File: config.mk
export PLATFORM = sky130hd
export DESIGN_NAME = mii_pin_ctrl
export DESIGN_NICKNAME = d
export VERILOG_FILES = /design/src/rtl/mii_pin_pkg.sv /design/src/rtl/reset_stretch.sv /design/src/rtl/mii_pin_ctrl.sv
export SDC_FILE = /design/constraint.sdc
export NUM_CORES = 1
export LEC_CHECK = 0
export BUFFER_PORTS_ARGS = -buffer_cell sky130_fd_sc_hd__buf_2
export CAP_MARGIN = 20
export CORE_UTILIZATION = 30
export CTS_CLUSTER_DIAMETER = 120
export CTS_CLUSTER_SIZE = 16
export DETAILED_ROUTE_END_ITERATION = 12
export SYNTH_ARGS = -nofsm -noshare
export SYNTH_HDL_FRONTEND = slang
export SYNTH_SLANG_ARGS = --single-unit
File: constraint.sdc
create_clock -name clk_sys -period 1.8 [get_ports clk_sys]
set_clock_uncertainty 0.2 [all_clocks]
set_input_delay 0.27 -clock clk_sys [delete_from_list [all_inputs] [get_ports clk_sys]]
set_output_delay 0.27 -clock clk_sys [all_outputs]
set_load 0.05 [all_outputs]
File: src/rtl/mii_pin_pkg.sv
// Constants and carrier types for the MII pin state and indicator logic.
// Assumes a single 10 MHz system clock and an active-low asynchronous reset.
//
// Notes on behaviour
// - Receive data, valid, error, collision and carrier go low in reset and power-down.
// - Both MII clocks are held high in reset and keep running in power-down.
// - Transmit inputs are weakly pulled down outside normal mode; isolate floats all MII outputs with pull-down.
// - Each indicator pin shows one status condition, or a fixed on or off level, picked by its configuration field.
// - Indicator pins are sampled as configuration straps before driving indicators.
// - Hardware reset is active low; internal reset stretches about 258 us after release.
package mii_pin_pkg;

   // =========================================================================
   // Timing.
   localparam int unsigned CLK_HZ = 10_000_000;
   localparam int unsigned RESET_STRETCH_NS = 258_000;
   localparam int unsigned RESET_STRETCH_CYC =
      (RESET_STRETCH_NS * (CLK_HZ / 1_000_000) + 999) / 1000;
   localparam int unsigned STRETCH_W = 12;

   // =========================================================================
   // Indicator selection codes, four bits per pin.
   localparam int unsigned LED_COUNT = 3;
   localparam int unsigned LED_SEL_W = 4;
   localparam logic [3:0] LED_SEL_LINK = 4'h0;
   localparam logic [3:0] LED_SEL_ACT = 4'h1;
   localparam logic [3:0] LED_SEL_SPEED = 4'h2;
   localparam logic [3:0] LED_SEL_DUPLEX = 4'h3;
   localparam logic [3:0] LED_SEL_COL = 4'h4;
   localparam logic [3:0] LED_SEL_ON = 4'h5;
   localparam logic [3:0] LED_SEL_OFF = 4'h6;

   // =========================================================================
   // Pin modes in order of priority.
   typedef enum logic [1:0] {
      MODE_NORMAL = 2'b00,
      MODE_ISOLATE = 2'b01,
      MODE_POWER_DOWN = 2'b10,
      MODE_HW_RESET = 2'b11
   } pin_mode_e;

   // MII receive-side output bundle.
   typedef struct packed {
      logic [3:0] rxd;
      logic rx_dv;
      logic rx_er;
      logic col;
      logic crs;
      logic tx_clk;
      logic rx_clk;
   } mii_out_s;

   // Link status conditions that indicators can show.
   typedef struct packed {
      logic link;
      logic activity;
      logic speed_100;
      logic full_duplex;
      logic collision;
   } link_status_s;

endpackage

File: src/rtl/reset_stretch.sv
// Stretches the internal reset for a fixed count after the pin is released.
// Assumes the pin is synchronous to clk_sys.
`timescale 1ns/1ps
module reset_stretch
   import mii_pin_pkg::*;
(
   input wire logic clk_sys,
   input wire logic rst_n,
   input wire logic hw_reset_n,
   output logic internal_reset
);

   typedef struct packed {
      logic [STRETCH_W-1:0] count;
      logic busy;
   } stretch_s;

   stretch_s state_r;
   stretch_s state_nxt;

   // =========================================================================
   // Counter reloads while the pin is low, then counts down to release.
   always_comb begin
      state_nxt = state_r;
      if (!hw_reset_n) begin
         state_nxt.count = STRETCH_W'(RESET_STRETCH_CYC);
         state_nxt.busy = 1'b1;
      end else if (state_r.count != '0) begin
         state_nxt.count = state_r.count - 1'b1;
      end else begin
         state_nxt.busy = 1'b0;
      end
   end

   always_ff @(posedge clk_sys or negedge rst_n) begin
      if (!rst_n) begin
         state_r <= '{count: STRETCH_W'(RESET_STRETCH_CYC), busy: 1'b1};
      end else begin
         state_r <= state_nxt;
      end
   end

   assign internal_reset = state_r.busy;

   // Release must not come within 8 cycles after the pin rises.
   AST_STRETCH_HOLD: assert property (@(posedge clk_sys) disable iff (!rst_n)
      $rose(hw_reset_n) |-> internal_reset [*8])
      else $error("Internal reset released too early.");

endmodule // reset_stretch

File: src/rtl/mii_pin_ctrl.sv
// MII pin state control, strap capture and indicator drivers.
// Assumes the MAC-facing pins are resolved by the pad ring from the enables.
`timescale 1ns/1ps
module mii_pin_ctrl
   import mii_pin_pkg::*;
(
   input wire logic clk_sys,
   input wire logic rst_n,
   input wire logic hw_reset_n,
   input wire logic soft_power_down,
   input wire logic isolate,
   input wire mii_out_s mii_core,
   input wire logic [3:0] txd_pin,
   input wire logic tx_en_pin,
   output logic [3:0] txd_core,
   output logic tx_en_core,
   output logic tx_pulldown_en,
   output mii_out_s mii_out,
   output logic mii_oe,
   output logic mii_pulldown_en,
   input wire link_status_s link_status,
   input wire logic [LED_COUNT*LED_SEL_W-1:0] led_config,
   input wire logic [LED_COUNT-1:0] indicator_strap_in,
   output logic [LED_COUNT-1:0] indicator_strap_out,
   output logic [LED_COUNT-1:0] indicator_strap_oe,
   output logic [LED_COUNT-1:0] strap_value,
   output logic internal_reset
);

   typedef struct packed {
      pin_mode_e mode;
      mii_out_s pins;
      logic oe;
      logic [LED_COUNT-1:0] straps;
      logic straps_taken;
      logic [LED_COUNT-1:0] leds;
   } ctrl_s;

   ctrl_s state_r;
   ctrl_s state_nxt;
   logic [LED_COUNT-1:0] led_level;

   // Maps a selection code onto the chosen status condition.
   function automatic logic led_pick(input logic [3:0] sel,
                                     input link_status_s st);
      logic val;
      val = 1'b0;
      case (sel)
         LED_SEL_LINK: val = st.link;
         LED_SEL_ACT: val = st.activity;
         LED_SEL_SPEED: val = st.speed_100;
         LED_SEL_DUPLEX: val = st.full_duplex;
         LED_SEL_COL: val = st.collision;
         LED_SEL_ON: val = 1'b1;
         default: val = 1'b0;
      endcase
      return val;
   endfunction

   // =========================================================================
   // Internal reset stretcher.
   reset_stretch u_stretch (
      .clk_sys(clk_sys),
      .rst_n(rst_n),
      .hw_reset_n(hw_reset_n),
      .internal_reset(internal_reset)
   );

   // =========================================================================
   // Indicator selection, one per pin.
   genvar gi;
   generate
      for (gi = 0; gi < LED_COUNT; gi++) begin : g_led
         assign led_level[gi] = led_pick(
            led_config[gi*LED_SEL_W +: LED_SEL_W], link_status);
      end
   endgenerate

   // =========================================================================
   // Next state: mode priority, pin values and strap capture.
   always_comb begin
      state_nxt = state_r;
      // Reset outranks power-down, which outranks isolate.
      if (internal_reset) begin
         state_nxt.mode = MODE_HW_RESET;
      end else if (soft_power_down) begin
         state_nxt.mode = MODE_POWER_DOWN;
      end else if (isolate) begin
         state_nxt.mode = MODE_ISOLATE;
      end else begin
         state_nxt.mode = MODE_NORMAL;
      end
      state_nxt.oe = 1'b1;
      case (state_nxt.mode)
         MODE_HW_RESET: begin
            state_nxt.pins = '0;
            state_nxt.pins.tx_clk = 1'b1;
            state_nxt.pins.rx_clk = 1'b1;
         end
         MODE_POWER_DOWN: begin
            state_nxt.pins = '0;
            state_nxt.pins.tx_clk = mii_core.tx_clk;
            state_nxt.pins.rx_clk = mii_core.rx_clk;
         end
         MODE_ISOLATE: begin
            state_nxt.pins = '0;
            state_nxt.oe = 1'b0;
         end
         MODE_NORMAL: begin
            state_nxt.pins = mii_core;
         end
         default: begin
            state_nxt.pins = '0;
         end
      endcase
      // Straps are read while reset is held, so the pins are still inputs.
      if (internal_reset) begin
         state_nxt.straps = indicator_strap_in;
         state_nxt.straps_taken = 1'b1;
      end
      state_nxt.leds = led_level;
   end

   always_ff @(posedge clk_sys or negedge rst_n) begin
      if (!rst_n) begin
         // One constant literal: data pins low, both clocks high.
         state_r <= '{mode: MODE_HW_RESET,
                      pins: '{rxd: 4'h0, rx_dv: 1'b0, rx_er: 1'b0,
                              col: 1'b0, crs: 1'b0, tx_clk: 1'b1,
                              rx_clk: 1'b1},
                      oe: 1'b1, straps: '0, straps_taken: 1'b0,
                      leds: '0};
      end else begin
         state_r <= state_nxt;
      end
   end

   // =========================================================================
   // Output wiring. Pull-downs hold the transmit inputs in every quiet mode.
   assign mii_out = state_r.pins;
   assign mii_oe = state_r.oe;
   assign mii_pulldown_en = (state_r.mode == MODE_ISOLATE);
   assign tx_pulldown_en = (state_r.mode != MODE_NORMAL);
   assign txd_core = (state_r.mode == MODE_NORMAL) ? txd_pin : 4'h0;
   assign tx_en_core = (state_r.mode == MODE_NORMAL) & tx_en_pin;
   // Indicators drive only after reset, so a strap is never fought.
   assign indicator_strap_out = state_r.leds;
   assign indicator_strap_oe = {LED_COUNT{!internal_reset}};
   assign strap_value = state_r.straps;

   // =========================================================================
   // Assertions.
   AST_RESET_LOW: assert property (@(posedge clk_sys) disable iff (!rst_n)
      internal_reset |=> (mii_out.rxd == 4'h0 && !mii_out.crs))
      else $error("Receive outputs not low in reset.");
   AST_PD_LOW: assert property (@(posedge clk_sys) disable iff (!rst_n)
      (!internal_reset && soft_power_down) |=>
      (!mii_out.rx_dv && !mii_out.rx_er && !mii_out.col))
      else $error("Receive outputs not low in power-down.");
   AST_RESET_CLK_HIGH: assert property (@(posedge clk_sys)
      disable iff (!rst_n)
      internal_reset |=> (mii_out.tx_clk && mii_out.rx_clk))
      else $error("Clocks not high in reset.");
   AST_PD_CLK_RUN: assert property (@(posedge clk_sys) disable iff (!rst_n)
      (!internal_reset && soft_power_down) |=>
      mii_out.tx_clk == $past(mii_core.tx_clk))
      else $error("Transmit clock stopped in power-down.");
   AST_ISOLATE_FLOAT: assert property (@(posedge clk_sys)
      disable iff (!rst_n)
      (!internal_reset && !soft_power_down && isolate) |=>
      (!mii_oe && mii_pulldown_en && tx_pulldown_en))
      else $error("Outputs driven in isolate.");
   AST_LED_SELECT: assert property (@(posedge clk_sys) disable iff (!rst_n)
      (led_config[3:0] == LED_SEL_LINK) |=>
      state_r.leds[0] == $past(link_status.link))
      else $error("Indicator does not follow selection.");
   AST_STRAP_CAPTURE: assert property (@(posedge clk_sys)
      disable iff (!rst_n)
      internal_reset |=> (strap_value == $past(indicator_strap_in)))
      else $error("Strap value not captured in reset.");
   AST_STRAP_NO_DRIVE: assert property (@(posedge clk_sys)
      disable iff (!rst_n)
      internal_reset |-> indicator_strap_oe == '0)
      else $error("Indicator driven during reset.");
   AST_PRIORITY: assert property (@(posedge clk_sys) disable iff (!rst_n)
      (internal_reset && soft_power_down && isolate) |=>
      (mii_oe && state_r.mode == MODE_HW_RESET))
      else $error("Mode priority wrong.");

   COV_RESET: cover property (@(posedge clk_sys) $fell(internal_reset));
   COV_PD: cover property (@(posedge clk_sys)
      state_r.mode == MODE_POWER_DOWN);
   COV_ISO: cover property (@(posedge clk_sys)
      state_r.mode == MODE_ISOLATE);

endmodule // mii_pin_ctrl

==> After elaboration in Yosys (flattened, before gate mapping) <==
Cells that the tools add are included.
{ "classes": {"muxes": 12, "bitwise_logic": 1, "eq_ne": 21, "reduce_logical": 8, "add_sub_neg": 1} }
{ "op_table": {"columns": ["cell", "n"], "rows": [
  ["10-bit one-hot mux with 4 select lines", 1],
  ["4-bit by 2-bit equality test with 1-bit output (second input constant)", 6],
  ["4-bit by 3-bit equality test with 1-bit output (second input constant)", 6],
  ["1-bit one-hot mux with 6 select lines", 3],
  ["13-bit two-way mux", 1],
  ["4-bit by 1-bit equality test with 1-bit output (second input constant)", 3],
  ["4-bit zero test", 3],
  ["12-bit two-way mux", 1],
  ["12-bit nonzero test", 1],
  ["12-bit by 1-bit subtractor with 12-bit output (second input constant)", 1],
  ["2-bit by 1-bit equality test with 1-bit output (second input constant)", 2],
  ["2-bit equality test (second input constant)", 2],
  ["2-bit zero test", 2],
  ["2-bit two-way mux", 2],
  ["4-bit two-way mux", 1],
  ["1-bit two-way mux", 3],
  ["2-bit by 1-bit != test with 1-bit output (second input constant)", 1],
  ["2-bit != test (second input constant)", 1],
  ["2-bit nonzero test", 1],
  ["1-bit bitwise AND", 1],
  ["1-bit zero test", 1]
]} }
{ "word_totals": {"wordCells": 56, "inputBits": 40, "regBits": 32} }

==> Logic depth before layout (Yosys ltp) <==
{ "logic_depth": {"word_depth": 5, "depth_mapped": 7, "ltp_nobuf": 6} }

==> Hierarchy <==
Synthesis repeated with hierarchy kept, for this count alone.
{ "hier_totals": {"cells_unflattened": 161, "hier_area_um2": 1672.9} }
{ "by_module_without_submodules": {"columns": ["module", "cells_per_inst", "n_inst", "area_each_um2", "seq_area_each_um2"], "rows": [
  ["mii_pin_ctrl", 91, 1, 954.7, 481.7],
  ["reset_stretch", 70, 1, 718.2, 331.6]
]} }

==> Worst setup path after synthesis <==
OpenSTA, ideal clock, no wires.
{ "synth_timing": {"path_type": "reg2reg", "start": "reg u_stretch.state_r[1] (netlist name)", "end": "reg u_stretch.state_r[8] (netlist name)", "n_path_buf": 1, "path_stages_with_launch": 8, "path_slack_ns": -0.202, "period_less_slack_ns": 2.002, "arrival_time_ns": 1.684, "path_cell_list": "dfrtp_1 -> inv_1 -> ha_1 -> or4b_4 -> and4bb_1 -> buf_6 -> nor3_1 -> o21a_1"} }
{ "synth_between": {"elab_chain_len": 3, "elab_cells_between_ends": 5, "cone_classes": "add/sub: 1; eq/ne: 1; mux: 2; reduce/logical: 1"} }
{ "synth_rtl": {"columns": ["element", "line_no", "text"], "rows": [
  ["from (decl)", "reset_stretch.sv:18", "stretch_s state_r;"],
  ["from (signal assigned)", "reset_stretch.sv:37", "state_r <= '{count: STRETCH_W'(RESET_STRETCH_CYC), busy: 1'b1};"],
  ["from (signal assigned)", "reset_stretch.sv:39", "state_r <= state_nxt;"],
  ["12-bit by 1-bit subtractor with 12-bit output", "reset_stretch.sv:29", "state_nxt.count = state_r.count - 1'b1;"],
  ["12-bit two-way mux", "reset_stretch.sv:28", "end else if (state_r.count != '0) begin"],
  ["13-bit two-way mux", "reset_stretch.sv:25", "if (!hw_reset_n) begin"]
]} }
Parallel ways exist; a longest one is shown, timed or not. The select of a mux whose other input is x is not followed.
A chain may end at the register's enable or synchronous reset.

==> Worst setup path after layout <==
{ "layout_timing": {"start": "reg u_stretch.state_r[2] (netlist name)", "end": "reg u_stretch.state_r[1] (netlist name)"} }
{ "layout_between": {"elab_chain_len": 2} }
{ "layout_rtl": {"columns": ["element", "line_no"], "rows": [
  ["12-bit nonzero test", "reset_stretch.sv:28"],
  ["2-bit by 1-bit != test with 1-bit output (no source line)", null]
]} }
Every way passes these cells.

==> impl_metrics.tcl <==
set metrics [dict create \
    status "finished with violations" \
    violations "negative setup slack" \
    cts.clk_slew.worst_paths_ns 0.07 \
    finalPower_mw 1.73 \
    slew_violations 0 \
    holdWs_ns 0.0160 \
    period_needed_ns 2.03 \
    synth.area.top_cells "dfrtp_1 33%, dfstp_2 16%, buf_4 8.1%" \
    cts-root-buf "clkbuf_8" \
    p_leak_nw 1.20 \
    ys.flop_type "dfrtp_1" \
    drc 0 \
    fmaxAchievable_ghz 0.493 \
    yosysWarnings 0 \
    finalCritPeriodShare 1.13 \
    syn_inst 162 \
    area_delta_synth_final_pct 49.4 \
    port_buffers 67 \
    chipWidth_um 76.5 \
    start_util 0.318 \
    cts_buffers 5 \
    synth_most_common_cell "dfrtp_1" \
    grt.total_usage 0.142 \
    drive_above_1_share 0.514 \
    layoutNonFillerInstCount 327 \
    max_cap_violations 0 \
    mappedNetlistArea_um2 1670 \
    synth_top_cell_area_share 0.331 \
    arrival_ns 2.00 \
    cts_max_level 2 \
    yosys-top-cells-count "22 x dfrtp_1, 18 x buf_4, 15 x and2_1" \
    hold_violations 0 \
    place_ws_ns -0.248 \
    synth_seq_cells 32 \
    critPathKind "flop to flop" \
    relSlewSlack 0.717 \
    synth_edf_count 0 \
    start_kind "flop" \
    avgSynthCellArea_um2 10.3 \
    tightest_slew_ns 0.423 \
    antenna_found_initial 0 \
    dr.pass1.iters 4 \
    coreArea_um2 5240 \
    ios 68 \
    wire_per_inst_um 11.5 \
    ir_drop_mv 0.357 \
    via_per_inst 4.58 \
    cp.required_ns 1.77 \
    ys_seq_area_frac 0.488 \
    layout_setup_ws_ns -0.229 \
    grt_max_degree 33 \
    critical_path.max_fanout 5 \
    diodes 0 \
    synth_top_cell_by_area "dfrtp_1" \
    nets 298 \
    synth_nets 204 \
    grt_pass1_wl_um 6530 \
    place.gp.congestion 0.844 \
    placed_cells 296 \
    min_path_type "primary input to flop" \
    gr-total-overflow 0 \
    cts.path.max_buffers 2 \
    rsz0062_at_grt "yes" \
    setup_viol 12 \
    cts_tree "done" \
    pwr_density_cell_nw_per_um2 696 \
    ant_nets 0 \
    die_y_um 76.5 \
    insertion_delay_ns 0.28 \
    drt_iter0_drc 54 \
    ys_types 38 \
    vias 1497 \
    numClockSinks 32 \
    die_area_um2 5850 \
    num_rows 26 \
    dp_hpwl_um 2560 \
    cp-end-kind "flop" \
    async_reset_ff_frac 1.00 \
    drt-total-wl_um 3760 \
    grt_pass1_vias 1540 \
]
## through the flow
| step | instance area, µm² | setup TNS [ns] | util |
|---|---|---|---|
| final | 2490 | -1.80 | 0.475 |
| after global routing | 2490 | -2.78 | 0.475 |
| after CTS | 2430 | -1.88 | 0.465 |
| after detailed placement | 2070 | -1.97 | 0.396 |
| after global placement | 2070 | -1.35 | 0.396 |
| after floorplan | 1680 | -1.05 | - |
## report_power, final
group / switching [mW] / internal [mW] / total, mW
Clock: 0.264 / 0.409 / 0.673
Sequential: 0.0146 / 0.747 / 0.761
Combinational: 0.150 / 0.149 / 0.299
Total: 0.428 / 1.30 / 1.73
## placed cells by master (no fill, tap or decap), types with 5 or more instances in the layout
master         Yosys  routed
dfstp_2           10       9
and2_1            15      15
clkbuf_8           0       5
o21ai_0            8       5
nor2_1             6       5
buf_2              0      65
buf_4             18      26
dfrtp_1           22      22
nand2b_1           8       8
nand2_1           14      13
mux2_2             6       6
dlygate4sd3_1      0      15
## registers in the layout (all words and copies together) (netlist names)
register / cells
mii_oe: 1
state_r: 2
indicator_strap_out: 3
mii_out: 10
strap_value: 3
u_stretch.internal_reset: 1
u_stretch.state_r: 12
## kinds of logic after synthesis
family | share of synthesized area
simple gates | 0.227
flops | 0.488
compound gates | 0.101
fa+ha+maj | 0.0150
xor+xnor | 0.0105
mux | 0.0526
buf+inv | 0.106
## layer usage
metal	track usage	wire length, µm	vias to the layer above	part of all wire
li1	-	-	721	-
met1	0.149	1470	704	0.39
met2	0.250	1940	59	0.52
met3	0.0383	240	13	0.064
met4	0.0885	115	0	0.031
met5	0	0	-	0
## worst max-delay path, stage by stage, from the launching register on
cell	delay [ns]
dfrtp_1	0.39
inv_2	0.08
ha_4	0.13
or4b_4	0.46
and4bb_1	0.30
buf_6	0.15
xnor2_2	0.06
and2_1	0.15
## what timing repair did
action / in CTS / in global routing
hold buffers: 15 / 0
pin swaps: 7 / 3
gates cloned: 1 / 0
endpoints found under the hold margin: 36 / 0
resized for setup: 17 / 7
setup endpoints to repair: 15 / 20
setup buffers: 6 / 2
## cell type report
class                      instances  area [µm²]
fill                             481        2750
sequential                        32         817
multi-input combinational        103         761
timing repair buffer             107         682
tap                               70        87.6
clock buffer                       5        68.8
clock inverter                     3        42.5
inverter                           7        30.0
## final timing paths
path                                  startpoint                   end  slack, ns  cells past startpoint
hold reg to reg                   strap_value[1]        strap_value[1]       0.30                      1
setup reg to reg            u_stretch.state_r[2]  u_stretch.state_r[1]      -0.23                      7
min in group asynchronous                  rst_n  u_stretch.state_r[2]       0.33                      3
hold / removal             indicator_strap_in[2]        strap_value[2]       0.02                      2
setup / recovery            u_stretch.state_r[2]  u_stretch.state_r[1]      -0.23                      7
max in group asynchronous                  rst_n           state_r[18]       0.73                      3
Note: power is estimated with default switching activity, not from simulation.
